<file path="src/hdl/pit_pkg.sv">
// Package: register map, field positions, reset values and rates of the periodic interrupt timer
package pit_pkg;
    // Register offsets on the plain register port
    localparam logic [1:0] PIT_OFS_IRQ_ENABLE = 2'h0;
    localparam logic [1:0] PIT_OFS_EVENT_FLAGS = 2'h1;
    localparam logic [1:0] PIT_OFS_ACC_CTRL = 2'h2;
    localparam int PIT_ADDR_W = 2;
    // Event bits shared by the enable and flag registers, the enable prescale field and the control rate field
    localparam int PIT_BIT_WRAP = 7;
    localparam int PIT_BIT_TICK = 6;
    localparam int PIT_BIT_ACC_WRAP = 5;
    localparam int PIT_BIT_ACC_EDGE = 4;
    localparam int PIT_BIT_PRESCALE_HI = 1;
    localparam int PIT_BIT_PRESCALE_LO = 0;
    localparam int PIT_BIT_RATE_HI = 1;
    localparam int PIT_BIT_RATE_LO = 0;
    // Accumulator control fields: counter enable, edge polarity and an unused mode bit
    localparam int PIT_BIT_ACC_MODE = 5;
    localparam int PIT_BIT_ACC_ENABLE = 6;
    localparam int PIT_BIT_ACC_EDGE_POL = 4;
    // Implemented bits of the enable and flag registers
    localparam logic [7:0] PIT_ENABLE_MASK = 8'hF3;
    localparam logic [7:0] PIT_FLAG_MASK = 8'hF0;
    // Reset values
    localparam logic [7:0] PIT_RST_IRQ_ENABLE = 8'h00;
    localparam logic [7:0] PIT_RST_EVENT_FLAGS = 8'h00;
    localparam logic [7:0] PIT_RST_ACC_CTRL = 8'h00;
    // Base division of the periodic tick and the widest total division
    localparam int PIT_TICK_BASE_LOG2 = 13;
    localparam int PIT_TICK_MAX_LOG2 = 16;
    // Window after reset during which the prescale field may be written once
    localparam int PIT_PRESCALE_WINDOW = 64;
endpackage

</file>
<file path="src/hdl/pit_tick_div.sv">
// Free-running divider that produces the periodic tick
`timescale 1ns/10ps
module pit_tick_div #(
    parameter int BASE_LOG2 = pit_pkg::PIT_TICK_BASE_LOG2, // Base division exponent
    parameter int MAX_LOG2 = pit_pkg::PIT_TICK_MAX_LOG2 // Widest division exponent
) (
    input wire logic clk_sys, // System clock
    input wire logic arst_n, // Asynchronous reset, active low
    input wire logic [1:0] rate_sel, // Extra division select
    output logic tick // One-cycle pulse at each timeout
);
    import pit_pkg::*;

    typedef struct packed {
        logic [MAX_LOG2-1:0] count;
        logic tick;
    } pit_div_state_t;

    pit_div_state_t state;
    pit_div_state_t next_state;
    logic [MAX_LOG2-1:0] period_mask;

    // Only reset touches the count, so software changes the spacing only through rate_sel
    always_comb begin
        next_state = state;
        period_mask = {MAX_LOG2{1'b1}} >> (MAX_LOG2 - BASE_LOG2 - int'(rate_sel));
        next_state.count = state.count + 1'b1;
        // Timeout when the low bits of the period are all ones; the next interval runs from here
        next_state.tick = ((state.count & period_mask) == period_mask);
    end

    // State register
    always_ff @(posedge clk_sys or negedge arst_n) begin
        if (!arst_n) begin
            state <= '0;
        end else begin
            state <= next_state;
        end
    end

    assign tick = state.tick;
endmodule

</file>
<file path="src/hdl/pit_acc_events.sv">
// Pulse accumulator count and input edge events feeding the flag logic
`timescale 1ns/10ps
module pit_acc_events (
    input wire logic clk_sys, // System clock
    input wire logic arst_n, // Asynchronous reset, active low
    input wire logic acc_pin, // Accumulator input pin, asynchronous
    input wire logic acc_enable, // Accumulator enabled
    input wire logic edge_rising, // Active edge is rising
    output logic edge_event, // One-cycle pulse on the active edge
    output logic wrap_event // One-cycle pulse when the count rolls over
);
    import pit_pkg::*;

    typedef struct packed {
        logic sync_a;
        logic sync_b;
        logic last;
        logic [7:0] count;
        logic edge_event;
        logic wrap_event;
    } pit_acc_state_t;

    pit_acc_state_t state;
    pit_acc_state_t next_state;
    logic hit;

    // Pin passes two flops; only the second is compared against the last level
    always_comb begin
        next_state = state;
        next_state.sync_a = acc_pin;
        next_state.sync_b = state.sync_a;
        next_state.last = state.sync_b;
        hit = edge_rising ? (state.sync_b & ~state.last) : (~state.sync_b & state.last);
        next_state.edge_event = hit;
        next_state.wrap_event = 1'b0;
        if (hit && acc_enable) begin
            next_state.count = state.count + 8'h01;
            next_state.wrap_event = (state.count == 8'hFF);
        end
    end

    // State register
    always_ff @(posedge clk_sys or negedge arst_n) begin
        if (!arst_n) begin
            state <= '0;
        end else begin
            state <= next_state;
        end
    end

    assign edge_event = state.edge_event;
    assign wrap_event = state.wrap_event;
endmodule

</file>
<file path="src/hdl/pit_top.sv">
// Periodic interrupt timer with shared enable, flag and accumulator control registers
//
// The address-and-strobe port and the placing of the registers were decided locally.
`timescale 1ns/10ps
module pit_top #(
    parameter int PRESCALE_WINDOW = pit_pkg::PIT_PRESCALE_WINDOW // Cycles allowed for the prescale write
) (
    input wire logic clk_sys, // System clock, 100 MHz
    input wire logic arst_n, // Asynchronous reset, active low
    input wire logic [pit_pkg::PIT_ADDR_W-1:0] reg_addr, // Register address
    input wire logic [7:0] reg_wdata, // Write data
    input wire logic reg_wr, // Write strobe
    input wire logic reg_rd, // Read strobe
    output logic [7:0] reg_rdata, // Read data, one cycle after the strobe
    input wire logic acc_pin, // Accumulator input pin
    input wire logic special_mode, // High lifts the once-only prescale limit
    output logic irq_req, // Interrupt request, active high
    output logic [1:0] count_prescale_select, // Prescale select for the main counter
    output logic [15:0] free_running_count // Main free-running counter value
);
    import pit_pkg::*;

    ////////////////////////////////////////////////////////////////////////////
    // State

    typedef struct packed {
        logic [7:0] enables;
        logic [7:0] flags;
        logic [7:0] acc_ctrl;
        logic [7:0] rdata;
        logic [6:0] window_cnt;
        logic prescale_done;
        logic mode_sync_a;
        logic mode_sync_b;
        logic [3:0] pre_cnt;
        logic [15:0] count;
        logic irq;
    } pit_state_t;

    pit_state_t state;
    pit_state_t next_state;
    logic tick;
    logic acc_edge_event;
    logic acc_wrap_event;
    logic wrap_event;
    logic [3:0] pre_limit;
    logic [7:0] set_bits;
    logic [7:0] clr_bits;
    logic pre_step;
    logic wr_en;
    logic wr_fl;
    logic wr_ac;

    ////////////////////////////////////////////////////////////////////////////
    // Sub-blocks

    // Tick divider reads the rate straight from the control register
    pit_tick_div u_tick (
        .clk_sys(clk_sys),
        .arst_n(arst_n),
        .rate_sel(state.acc_ctrl[PIT_BIT_RATE_HI:PIT_BIT_RATE_LO]),
        .tick(tick)
    );

    // Accumulator events
    pit_acc_events u_acc (
        .clk_sys(clk_sys),
        .arst_n(arst_n),
        .acc_pin(acc_pin),
        .acc_enable(state.acc_ctrl[PIT_BIT_ACC_ENABLE]),
        .edge_rising(state.acc_ctrl[PIT_BIT_ACC_EDGE_POL]),
        .edge_event(acc_edge_event),
        .wrap_event(acc_wrap_event)
    );

    ////////////////////////////////////////////////////////////////////////////
    // Next-state logic

    // Prescaler ratio: 1, 4, 8 or 16 clocks per count
    always_comb begin
        unique case (state.enables[PIT_BIT_PRESCALE_HI:PIT_BIT_PRESCALE_LO])
            2'h0: pre_limit = 4'h0;
            2'h1: pre_limit = 4'h3;
            2'h2: pre_limit = 4'h7;
            2'h3: pre_limit = 4'hF;
        endcase
    end

    assign pre_step = (state.pre_cnt == pre_limit);
    assign wrap_event = pre_step && (state.count == 16'hFFFF);
    assign wr_en = reg_wr && (reg_addr == PIT_OFS_IRQ_ENABLE);
    assign wr_fl = reg_wr && (reg_addr == PIT_OFS_EVENT_FLAGS);
    assign wr_ac = reg_wr && (reg_addr == PIT_OFS_ACC_CTRL);

    // Event sets ignore the enables so polling works
    always_comb begin
        set_bits = 8'h00;
        set_bits[PIT_BIT_WRAP] = wrap_event;
        set_bits[PIT_BIT_TICK] = tick;
        set_bits[PIT_BIT_ACC_WRAP] = acc_wrap_event;
        set_bits[PIT_BIT_ACC_EDGE] = acc_edge_event;
        clr_bits = wr_fl ? (reg_wdata & PIT_FLAG_MASK) : 8'h00;
    end

    // Registers, counters and request
    always_comb begin
        next_state = state;
        // Mode pin is asynchronous; only the second flop is read
        next_state.mode_sync_a = special_mode;
        next_state.mode_sync_b = state.mode_sync_a;
        // Main counter with prescaler; never touched by software
        next_state.pre_cnt = pre_step ? 4'h0 : (state.pre_cnt + 4'h1);
        if (pre_step) begin
            next_state.count = state.count + 16'h0001;
        end
        // Write-one-to-clear; a set in the same cycle wins
        next_state.flags = ((state.flags & ~clr_bits) | set_bits) & PIT_FLAG_MASK;
        // Window counter saturates once the prescale write window has passed
        if (int'(state.window_cnt) < PRESCALE_WINDOW) begin
            next_state.window_cnt = state.window_cnt + 7'h01;
        end
        if (wr_en) begin
            next_state.enables[7:4] = reg_wdata[7:4];
            // One write in normal mode, only inside the window; later ones are dropped
            if (state.mode_sync_b || (!state.prescale_done && int'(state.window_cnt) < PRESCALE_WINDOW)) begin
                next_state.enables[PIT_BIT_PRESCALE_HI:PIT_BIT_PRESCALE_LO] = reg_wdata[1:0];
                next_state.prescale_done = 1'b1;
            end
        end
        if (wr_ac) begin
            next_state.acc_ctrl = reg_wdata;
        end
        // Read data holds only in the cycle after the strobe
        next_state.rdata = 8'h00;
        if (reg_rd) begin
            unique case (reg_addr)
                PIT_OFS_IRQ_ENABLE: next_state.rdata = state.enables & PIT_ENABLE_MASK;
                PIT_OFS_EVENT_FLAGS: next_state.rdata = state.flags & PIT_FLAG_MASK;
                PIT_OFS_ACC_CTRL: next_state.rdata = state.acc_ctrl;
                default: next_state.rdata = 8'h00;
            endcase
        end
        // Request from updated flags and enables, so a clearing write of either drops it at once
        next_state.irq = |(next_state.flags & next_state.enables & PIT_FLAG_MASK);
    end

    ////////////////////////////////////////////////////////////////////////////
    // State register

    always_ff @(posedge clk_sys or negedge arst_n) begin
        if (!arst_n) begin
            state <= '0;
            state.enables <= PIT_RST_IRQ_ENABLE;
            state.flags <= PIT_RST_EVENT_FLAGS;
            state.acc_ctrl <= PIT_RST_ACC_CTRL;
        end else begin
            state <= next_state;
        end
    end

    ////////////////////////////////////////////////////////////////////////////
    // Outputs

    assign reg_rdata = state.rdata;
    assign irq_req = state.irq;
    assign count_prescale_select = state.enables[PIT_BIT_PRESCALE_HI:PIT_BIT_PRESCALE_LO];
    assign free_running_count = state.count;
endmodule

</file>
<file path="config.mk">
export PLATFORM = sky130hd
export DESIGN_NAME = pit_top
export DESIGN_NICKNAME = d
export VERILOG_FILES = /design/src/hdl/pit_pkg.sv /design/src/hdl/pit_tick_div.sv /design/src/hdl/pit_acc_events.sv /design/src/hdl/pit_top.sv
export SDC_FILE = /design/constraint.sdc
export NUM_CORES = 1
export LEC_CHECK = 0
export BUFFER_PORTS_ARGS = -buffer_cell sky130_fd_sc_hd__buf_2
export CAP_MARGIN = 20
export CELL_PAD_IN_SITES_DETAIL_PLACEMENT = 0
export CELL_PAD_IN_SITES_GLOBAL_PLACEMENT = 1
export CORE_ASPECT_RATIO = 1.4
export CORE_MARGIN = 5
export CORE_UTILIZATION = 47
export DETAILED_ROUTE_END_ITERATION = 7
export GPL_TIMING_DRIVEN = 0
export PLACE_DENSITY = 0.87
export SLEW_MARGIN = 10
export SYNTH_ARGS = -nofsm -noshare
export SYNTH_HDL_FRONTEND = slang
export SYNTH_HIERARCHICAL = 1
export SYNTH_SLANG_ARGS = --single-unit
export TNS_END_PERCENT = 100
</file>
<file path="constraint.sdc">
create_clock -name clk_sys -period 2.8 [get_ports clk_sys]
set_clock_uncertainty 0.15 [all_clocks]
set_input_delay 0.84 -clock clk_sys [delete_from_list [all_inputs] [get_ports clk_sys]]
set_output_delay 0.84 -clock clk_sys [all_outputs]
set_load 0.01 [all_outputs]
</file>
After elaboration in Yosys (flattened, before gate mapping)
Index checks and enable logic that the tools add are counted.
Cells by class
  add/subtract/negate cells: 6
  $lt $le $gt $ge: 1
  eq/ne operators: 9
  shift operators: 1
  multiplexer cells: 10
  bitwise gates (word level): 9
  reductions and logical operators: 12
Operator list (number)
  $add 16x1->16 const B: 2
  $shr 16x32->16 const A: 1
  $pmux 8 s3: 1
  $and 16x16->16: 1
  $and 8x8->8: 2
  $eq 16x16->1: 1
  $eq 16x16->1 const B: 1
  $mux 8: 2
  $pmux 4 s4: 1
  $add 8x1->8 const B: 1
  $eq 8x8->1 const B: 1
  $mux 4: 2
  $not 8->8: 1
  $or 8x8->8: 1
  $add 7x1->7 const B: 1
  $lt 7x7->1 const B: 1
  $eq 2x2->1 const B: 3
  $logic_and 1x1->1: 6
  $add 4x1->4 const B: 1
  $eq 2x1->1 const B: 2
  $eq 4x4->1: 1
  $logic_not 2->1: 2
  $mux 2: 2
  $reduce_or 4->1: 1
  other kinds (7): 10
Storage, ports and cells
  register bits: 87
  input port bits: 16
  output and inout bits: 27
  word-level logic and storage cells: 67

Depth between registers and ports, before layout
Gate-level depths: netlist (run 1).
  depth after elaboration: 8
  gate-level depth with buffers: 5

By module
Netlist (run 1), hierarchy kept.
Modules (own cells, without submodules)
  pit_top: times used 1, cells each 223, area each 2622.5 um2
  pit_tick_div: times used 1, cells each 63, area each 749.5 um2
  pit_acc_events: times used 1, cells each 41, area each 556.8 um2

Worst setup path before layout (run 1)
No wires, ideal clock.
  path kind: input-to-reg
  start: in reg_addr[1] (netlist bit)
  end: reg state (netlist bit irq_req)
  arrival: 1.877 ns
  slack: 0.639 ns
  stages on the path: 4
  buffers on the path: 0
  cell sequence: nor3b_2 -> mux2_2 -> a22oi_1 -> o211ai_2
RTL lines
  from (decl): line pit_top.sv:10  | input wire logic [pit_pkg::PIT_ADDR_W-1:0] reg_addr,
  to (signal assigned): line pit_top.sv:157  | state <= next_state;
  to (decl): line pit_top.sv:40  | pit_state_t state;

==> impl_metrics.tcl, run 1 <==
set metrics [dict create \
    status "completed" \
    boundaryPins 43 \
    regArea_sq_mm 0.00218 \
    antenna_found_initial 0 \
    multi_input_area_sq_mm 0.00150 \
    hold_slack_ns 0.200 \
    layout.cells.non_filler 488 \
    postCtsResizedCells 0 \
    clkSinkCount 87 \
    ys.flop_type "dfrtp_1" \
    clkLatencyLatePin_ns 0.34 \
    clk_pin_slew_worst_paths_ns 0.06 \
    hp-class "reg -> reg" \
    die_x_um 87.3 \
    grt_pass1_vias 2591 \
    wl_um 7020 \
    ys_ff_latch 87 \
    cts_root_buf "clkbuf_16" \
    grt_usage_pct 15.3 \
    place_congestion 0.767 \
    synth_edf_count 0 \
    fillers 687 \
    vdd_ir_drop_max_mv 0.442 \
    wl_per_cell_um 14.4 \
    clk_path_buf_depth 2 \
    final_cell_mix "dfrtp_1, buf_2, buf_4" \
    period_minus_slack_ns 2.23 \
    cts_setup_buffers 0 \
    hold_buffers 0 \
    ant_nets 0 \
    drive_gt1_share_pct 28.0 \
    tritoncts "yes" \
    dp.cells 472 \
    final_common_cell "dfrtp_1" \
    tns_ns 0 \
    synth_fp_nets 348 \
    synthCells 327 \
    die_h_um 118 \
    dr.pass1.iters 4 \
    arrival_ns 2.29 \
    overflow 0 \
    numCtsBuffers 9 \
    hpwl_um 4930 \
    coreArea_sq_mm 0.00815 \
    max_slew_margin_pct 58.1 \
    critPathKind "in -> reg" \
    timing.final.hold_violations 0 \
    crit_required_ns 2.86 \
    synthArstFlopShare_pct 100 \
    dr.first_iter.drc_count 124 \
    cp-start-kind "input pin" \
    cp-end-kind "flip-flop" \
    ys_seq_area_share_pct 55.4 \
    diodes 0 \
    placed_area_sq_mm 0.00430 \
    maxCapViolations 0 \
    num_rows 39 \
    maxSlewViolCount 0 \
    final-setup-viol-count 0 \
    fin_crit_sh_pct 79.6 \
    synth_cell_type_count 44 \
    p_per_area_mw_per_mm2 692 \
    drc 0 \
    synth.avg_cell_area_sq_um 12.0 \
    netlist_area_sq_mm 0.00393 \
    die_area_sq_mm 0.0103 \
    fin_nets 402 \
    portBuffers 42 \
    worst_slew_pin_slew_ns 0.628 \
    grt_max_degree 62 \
    post-route-cell-area_sq_mm 0.00456 \
    rsz0062_at_grt "false" \
    route.detailed.vias_per_inst 5.11 \
    synth-warning-count 6 \
    cts_max_level 3 \
    vias 2496 \
    grt_pass1_wl_um 12400 \
    start_util_pct 48.2 \
    fmax_mhz 449 \
    utilization_pct 56.0 \
    crit_fanout 7 \
    area_growth_pct 16.1 \
    p_leak_nw 2.20 \
]
[cells by family (layout without fill, tap and decap cells)]
group / after synthesis / in the layout / share of synthesized area [%]
buffers and inverters: 40 / 99 / 6.31
muxes: 23 / 23 / 6.37
xor gates and xnor gates: 44 / 44 / 9.81
DFF: 87 / 87 / 55.4
AOI/OAI and AO/OA: 26 / 26 / 5.38
and+or+nand+nor: 102 / 102 / 15.1
adders and majority gates: 5 / 5 / 1.59
[power breakdown]
group / internal, mW / switching, mW
sequential: 1.41 / 0.160
combinational: 0.274 / 0.240
clock: 0.597 / 0.473
total: 2.28 / 0.873
[layer usage]
layer | vias up | wire, um | GRT usage (%)
li1 | 1212 | - | -
met1 | 1225 | 3030 | 19.2
met2 | 47 | 3470 | 24.1
met3 | 12 | 335 | 3.83
met4 | 0 | 183 | 8.06
met5 | - | 0 | 0
[critical path: stages]
cell and delay (ns):
buf_2 0.15, nor3b_2 0.52, mux2_2 0.42, a22oi_1 0.24, o211ai_2 0.11
[sequential cells by signal, summed over array words and instances, names as in the netlist]
| name | cells |
|---|---|
| u_acc/wrap_event | 1 |
| next_state | 1 |
| irq_req | 1 |
| state | 29 |
| u_acc/edge_event | 1 |
| u_acc/state | 9 |
| free_running_count | 16 |
| u_tick/tick | 1 |
| u_acc/next_state | 2 |
| u_tick/state | 16 |
| reg_rdata | 8 |
| count_prescale_select | 2 |
[final timing paths]
path                                                           start                              to  slack (ns)  cells after the start
worst max-delay path                                          reg_wr               irq_req$_DFF_PN0_        0.57                      5
worst min-delay path                  u_acc/next_state[11]$_DFF_PN0_  u_acc/next_state[10]$_DFF_PN0_        0.20                      0
worst max register to register  count_prescale_select[0]$_DFFE_PN0P_               irq_req$_DFF_PN0_        0.64                      5
worst min register to register        u_acc/next_state[11]$_DFF_PN0_  u_acc/next_state[10]$_DFF_PN0_        0.20                      0
max in group asynchronous                                     arst_n           state[28]$_DFFE_PN0N_        1.63                      2
min in group asynchronous                                     arst_n      u_acc/state[2]$_DFFE_PN0P_        0.27                      1
[synthesized netlist by cell type (all sizes together) (4+ instances only)]
library cell	instances	area share, %
nand2b	4	0.64
nor3	5	0.64
buf	27	5.1
ha	5	1.6
xnor2	23	5.1
mux2	16	4.6
o21ai	8	1.0
dfrtp	87	55
inv	11	1.1
nand2	22	2.1
nor4	5	0.96
nand3	12	1.5
and2	6	0.96
and3	8	1.3
xor2	21	4.7
nand4b	7	1.6
nor2	13	1.2
mux2i	7	1.8
nand4	10	2.0
a21o	4	0.76
[area by class of cell]
type	instances	area share, %
Sequential cell	87	47.7
Multi-Input combinational cell	200	33.0
Timing Repair Buffer	43	5.26
Clock buffer	10	5.02
Buffer	29	4.52
Tap cell	102	2.80
Inverter	11	0.905
Clock inverter	6	0.823
[through the flow]
stage               power (mW)  setup slack, ns
global route              3.34            0.457
floorplan                 1.92            0.639
detailed placement        2.12            0.264
finish                    3.16            0.571
global placement          2.08           0.0610
CTS                       3.20            0.609
(Power assumes the default switching activity.)
==> run 2, diff against run 1 <==
--- a/config.mk
+++ b/config.mk
@@ -5,16 +5,17 @@
 export SDC_FILE = /design/constraint.sdc
 export NUM_CORES = 1
 export LEC_CHECK = 0
+export ABC_AREA = 1
 export BUFFER_PORTS_ARGS = -buffer_cell sky130_fd_sc_hd__buf_2
 export CAP_MARGIN = 20
 export CELL_PAD_IN_SITES_DETAIL_PLACEMENT = 0
 export CELL_PAD_IN_SITES_GLOBAL_PLACEMENT = 1
 export CORE_ASPECT_RATIO = 1.4
 export CORE_MARGIN = 5
-export CORE_UTILIZATION = 47
+export CORE_UTILIZATION = 40
 export DETAILED_ROUTE_END_ITERATION = 7
 export GPL_TIMING_DRIVEN = 0
-export PLACE_DENSITY = 0.87
+export PLACE_DENSITY = 0.83
 export SLEW_MARGIN = 10
 export SYNTH_ARGS = -nofsm -noshare
 export SYNTH_HDL_FRONTEND = slang
==> constraint.sdc (replaced) <==
create_clock -name clk_sys -period 2 [get_ports clk_sys]
set_clock_uncertainty 0.15 [all_clocks]
set_input_delay 0.6 -clock clk_sys [delete_from_list [all_inputs] [get_ports clk_sys]]
set_output_delay 0.6 -clock clk_sys [all_outputs]
set_load 0.01 [all_outputs]
==> run 2 against run 1 <==
Net effect: clock-buffer cell count grew 2; critical endpoint is now count_prescale_select[0]; area after synthesis is 11% higher; routed wire length increased by 20%.
==> impl_metrics.tcl, run 2 <==
set metrics [dict create \
    hold_buffers 0 \
    grt_pass1_wl_um 15100 \
    coreArea_sq_mm 0.0108 \
    ys.flop_type "dfrtp_1" \
    drive_gt1_share_pct 22.1 \
    clkSinkCount 87 \
    synth.top_cell.area_share_pct 49.7 \
    wl_per_cell_um 11.7 \
    place_congestion 0.798 \
    p_leak_nw 2.62 \
    fin_nets 595 \
    yosysMostFrequentCell "nand2_1" \
    die_area_sq_mm 0.0132 \
    max_slew_margin_pct 68.7 \
    boundaryPins 43 \
    postCtsResizedCells 0 \
    grt_pass1_vias 3278 \
    clk_path_buf_depth 2 \
    drc 0 \
    cp-start-kind "flip-flop" \
    placed_area_sq_mm 0.00479 \
    netlist_area_sq_mm 0.00438 \
    pwr-share-seq_pct 44.9 \
    ys_ff_latch 87 \
    clockPowerShare_pct 34.6 \
    cts_max_level 3 \
    p_per_area_mw_per_mm2 948 \
    fillers 1070 \
    hpwl_um 6320 \
    hold_slack_ns 0.0712 \
    dr.pass1.iters 4 \
    slowest_delay_ns 0.46 \
    cts_setup_buffers 0 \
    synth_fp_nets 542 \
    largest-register "state" \
    crit_required_ns 1.25 \
    largest_register_ffs 29 \
    diodes 0 \
    grt_usage_pct 14.0 \
    dr.first_iter.drc_count 140 \
    num_rows 45 \
    synth_area_leaders "dfrtp_1, nand2_1, buf_4" \
    maxSlewViolCount 0 \
    ant_nets 0 \
    grt_max_degree 55 \
    clk_pin_slew_worst_paths_ns 0.06 \
    die_h_um 134 \
    area_growth_pct 16.2 \
    cts_root_buf "clkbuf_16" \
    comb_power_share_pct 20.5 \
    synthArstFlopShare_pct 100 \
    start_util_pct 40.5 \
    regArea_sq_mm 0.00218 \
    fin_crit_sh_pct 91.7 \
    timing.final.hold_violations 0 \
    ys_seq_area_share_pct 49.7 \
    p_sw_share_pct 28.7 \
    overflow 0 \
    arrival_ns 1.08 \
    synth_edf_count 0 \
    final_cell_mix "nand2_1, dfrtp_1, inv_1" \
    die_x_um 98.4 \
    synth.largest_area_cell "dfrtp_1" \
    tritoncts "yes" \
    worst_slew_pin_slew_ns 0.470 \
    vias 3251 \
    synth-warning-count 6 \
    cp-end-kind "primary output" \
    critPathKind "reg -> out" \
    crit_fanout 7 \
    numCtsBuffers 9 \
    route.detailed.vias_per_inst 4.52 \
    crit_slowest_cell "dfrtp_1" \
    final_common_cell "nand2_1" \
    vdd_ir_drop_max_mv 0.452 \
    clkLatencyLatePin_ns 0.33 \
    synthTopCellsByCount "nand2_1, dfrtp_1, inv_1" \
    synthCells 521 \
    wl_um 8410 \
    synth.avg_cell_area_sq_um 8.41 \
    crit_path_cell_trace "buf_4 -> buf_2" \
    synth_cell_type_count 31 \
    p_int_mw 3.44 \
    rsz0062_at_grt "false" \
    status "completed" \
    antenna_found_initial 0 \
    tns_ns 0 \
    portBuffers 41 \
    hp-class "in -> async" \
    switchingPower_mw 1.39 \
    period_minus_slack_ns 1.83 \
    post-route-cell-area_sq_mm 0.00509 \
    maxCapViolations 0 \
    fmax_mhz 545 \
    multi_input_area_sq_mm 0.00174 \
    final-setup-viol-count 0 \
]
run 2: cell count changes in the layout (fill, tap and decap cells not counted), sizes merged, moves of 5 or more:
cell / previous run / this run
and2: 6 / 0
and3: 8 / 0
inv: 11 / 58
mux2: 16 / 1
mux2i: 7 / 0
nand2: 22 / 189
nand3: 12 / 24
nand4b: 7 / 0
nor2: 13 / 54
nor4: 5 / 0
o21ai: 8 / 24
xnor2: 23 / 15
xor2: 21 / 12
run 2: final timing paths:
path | startpoint | to | slack, ns | cells after the start
max in group asynchronous | arst_n | state[59]$_DFF_PN0_ | 1.01 | 2
hold reg to reg | next_state[21]$_DFF_PN0_ | state[21]$_DFF_PN0_ | 0.20 | 0
hold / removal | arst_n | state[19]$_DFF_PN0_ | 0.07 | 1
setup reg to reg | free_running_count[0]$_DFFE_PN0N_ | free_running_count[10]$_DFFE_PN0N_ | 0.34 | 7
setup / recovery | count_prescale_select[0]$_DFFE_PN0P_ | count_prescale_select[0] | 0.17 | 2
min in group clk_sys | next_state[21]$_DFF_PN0_ | state[21]$_DFF_PN0_ | 0.20 | 0
run 2: area by class of cell:
type	instances	area share, %
Buffer	31	4.74
Inverter	59	4.35
Clock buffer	12	5.04
Timing Repair Buffer	42	4.62
Clock inverter	3	0.836
Tap cell	141	3.47
Multi-Input combinational cell	344	34.2
Sequential cell	87	42.8
run 2: kinds of logic after synthesis:
| family | synth area share [%] |
|---|---|
| XOR/XNOR | 5.74 |
| flip-flops | 49.7 |
| buffers and inverters | 10.6 |
| multiplexers | 0.257 |
| adder cells (fa/ha/maj) | 1.43 |
| AND/OR/NAND/NOR | 28.6 |
| AO/OA/AOI/OAI | 3.68 |
run 2: per-layer routing:
metal	up-vias	GRT usage, %	part of all wire (%)
met3	9	2.39	3.4
met2	55	24.9	54
met4	0	6.07	1.3
met5	-	0	0
met1	1504	16.4	42
li1	1683	-	-
run 2: through the flow:
stage | instances | setup WS (ns) | utilization [%] | power [mW]
detailed placement | 704 | 0.106 | 44.3 | 3.21
CTS | 719 | 0.136 | 47.1 | 4.90
finish | 719 | 0.167 | 47.1 | 4.83
floorplan | 521 | 0.409 | - | 2.89
global placement | 703 | -0.633 | 44.1 | 3.16
global route | 719 | 0.107 | 47.1 | 5.14
run 2: worst max-delay path, delay by kind of cell, from the launching register on:
family	cells	cell delay, ns
flip-flops	1	0.46
buffers and inverters	2	0.29
run 2: power groups by stage:
stage | sequential, mW | clock [mW] | combinational (mW)
detailed placement | 2.20 | 0 | 1.01
CTS | 2.17 | 1.72 | 1.01
floorplan | 2.16 | 0 | 0.734
global placement | 2.19 | 0 | 0.976
finish | 2.16 | 1.67 | 0.989
global route | 2.20 | 1.81 | 1.13
==> run 3, diff against run 2 <==
--- a/config.mk
+++ b/config.mk
@@ -10,7 +10,7 @@
 export CAP_MARGIN = 20
 export CELL_PAD_IN_SITES_DETAIL_PLACEMENT = 0
 export CELL_PAD_IN_SITES_GLOBAL_PLACEMENT = 1
-export CORE_ASPECT_RATIO = 1.4
+export CORE_ASPECT_RATIO = 1.25
 export CORE_MARGIN = 5
 export CORE_UTILIZATION = 40
 export DETAILED_ROUTE_END_ITERATION = 7
==> constraint.sdc (replaced) <==
create_clock -name clk_sys -period 1.5 [get_ports clk_sys]
set_clock_uncertainty 0.15 [all_clocks]
set_input_delay 0.45 -clock clk_sys [delete_from_list [all_inputs] [get_ports clk_sys]]
set_output_delay 0.45 -clock clk_sys [all_outputs]
set_load 0.01 [all_outputs]
==> run 3 against run 2 <==
Net effect: register-to-register slack worse by 0.43 ns; sequential power rose by 33%; core utilization rose by 4.7 points; worst setup slack got worse by 0.27 ns; first-iteration DRC count down 13%; power is 52% higher; highest routed layer unchanged; routed wire length is 3.0% higher; design area up 8.5%; combinational power grew 110%; critical path depth did not move; global-route usage fell by 0.16 points; sequential share of layout area is 3.2 points lower; the run now ends with hold timing, setup timing left; largest cell class unchanged.
==> impl_metrics.tcl, run 3 (synthesis results as in run 2) <==
set metrics [dict create \
    crit_slowest_cell "dfrtp_2" \
    crit_top_cell "buf_6" \
    portBuffers 41 \
    post-route-cell-area_sq_mm 0.00552 \
    die_area_sq_mm 0.0132 \
    rsz0062_at_grt "true" \
    grt_usage_pct 13.8 \
    largest_register_ffs 29 \
    hp-class "in -> async" \
    p_leak_nw 2.80 \
    pre_cts_ws_ns -0.258 \
    place_congestion 0.791 \
    area_growth_pct 26.0 \
    crit_fanout 4 \
    numCtsBuffers 9 \
    violations "hold timing, setup timing" \
    die_h_um 127 \
    vias 3309 \
    clkLatencyLatePin_ns 0.33 \
    grt_max_degree 47 \
    cts_root_buf "clkbuf_16" \
    final_cell_mix "nand2_1, dfrtp_1, inv_1" \
    route.detailed.vias_per_inst 4.65 \
    arrival_ns 1.00 \
    status "finished with violations" \
    max_slew_margin_pct 60.7 \
    drive_gt1_share_pct 27.8 \
    p_per_area_mw_per_mm2 1330 \
    worst_slew_pin_slew_ns 0.589 \
    vdd_ir_drop_max_mv 0.617 \
    reg2reg_slack_ns -0.09 \
    cp-end-kind "primary output" \
    crit_required_ns 0.90 \
    ant_nets 0 \
    final_common_cell "nand2_1" \
    diodes 0 \
    dp.cells 695 \
    hold_slack_ns -0.0301 \
    hpwl_um 6240 \
    wl_um 8660 \
    placed_area_sq_mm 0.00477 \
    worst_slack_ns -0.104 \
    antenna_found_initial 0 \
    dr.pass1.iters 4 \
    timing.final.hold_violations 45 \
    r2r-start "count_prescale_select[0]$_DFFE_PN0P_" \
    utilization_pct 51.8 \
    maxSlewViolCount 0 \
    tns_ns -0.970 \
    maxCapViolations 0 \
    cp-start-kind "flip-flop" \
    coreArea_sq_mm 0.0107 \
    clk_pin_slew_worst_paths_ns 0.06 \
    tritoncts "yes" \
    slowest_delay_ns 0.44 \
    num_rows 42 \
    cts_max_level 3 \
    fin_crit_sh_pct 107 \
    wl_per_cell_um 12.2 \
    dr.first_iter.drc_count 122 \
    overflow 0 \
    start_util_pct 41.1 \
    boundaryPins 43 \
    fmax_mhz 624 \
    drc 0 \
    total_power_mw 7.36 \
    critPathKind "reg -> out" \
    grt_pass1_vias 3303 \
    grt_pass1_wl_um 15200 \
    worstReg2RegEnd "free_running_count[12]$_DFFE_PN0N_" \
    final-setup-viol-count 21 \
    layout.cells.non_filler 712 \
    clkSinkCount 87 \
    die_x_um 104 \
    reg2reg_depth 8 \
    largest-register "state" \
    fin_nets 597 \
    period_minus_slack_ns 1.60 \
    clk_path_buf_depth 2 \
    crit_path_cell_trace "buf_6 -> buf_6" \
]
-- run 3: cell types whose count changed in the layout (fill, tap and decap cells not counted), sizes merged --
| cell | change |
|---|---|
| bufinv | +1 |
| clkinvlp | -1 |
| buf | +2 |
-- run 3: routing by layer --
| layer | routed length [um] | part of all wire (%) | vias up | global-route usage, % |
|---|---|---|---|---|
| met5 | 0 | 0 | - | 0 |
| met4 | 153 | 1.8 | 0 | 5.79 |
| met3 | 329 | 3.8 | 12 | 2.62 |
| met2 | 4450 | 51 | 47 | 24.2 |
| met1 | 3730 | 43 | 1558 | 16.6 |
| li1 | - | - | 1692 | - |
-- run 3: final cells by class --
type / instances / area [sq um]
Buffer: 10 / 103
Inverter: 59 / 229
Multi-Input combinational cell: 344 / 1900
Sequential cell: 87 / 2180
Tap cell: 132 / 165
Fill cell: 988 / 5150
Timing Repair Buffer: 65 / 612
Clock buffer: 12 / 267
Clock inverter: 3 / 65.1
-- run 3: where the power goes --
| group | leakage, nW | internal (mW) | total [mW] | switching, mW |
|---|---|---|---|---|
| sequential | 1.10 | 2.63 | 2.88 | 0.248 |
| combinational | 1.53 | 1.03 | 2.03 | 1.00 |
| clock | 0.165 | 1.58 | 2.45 | 0.866 |
-- run 3: how the worst max path moves through the flow --
stage                     depth (start not counted)                            endpoint                                  from
after floorplan                                   7   free_running_count[6]$_DFFE_PN0N_  count_prescale_select[1]$_DFFE_PN0P_
after global routing                              8  free_running_count[12]$_DFFE_PN0N_  count_prescale_select[0]$_DFFE_PN0P_
after global placement                            1          u_acc/state[7]$_DFFE_PN0P_                                arst_n
after CTS                                         2            count_prescale_select[0]  count_prescale_select[0]$_DFFE_PN0P_
after detailed placement                          9                   irq_req$_DFF_PN0_                           reg_addr[1]
final                                             2               free_running_count[0]     free_running_count[0]$_DFFE_PN0N_
-- run 3: what timing repair did --
item | CTS | global route
setup endpoints to repair | 36 | 27
pin swaps | 10 | 11
hold endpoints to repair | 25 | 0
buffers inserted | 20 | 2
gates resized for setup | 51 | 30
gates cloned | 1 | 0
-- run 3: worst max-delay path: cells and delay by family (launching register included) --
| family | cells | cell delay, ns |
|---|---|---|
| buffers and inverters | 2 | 0.24 |
| DFF | 1 | 0.44 |
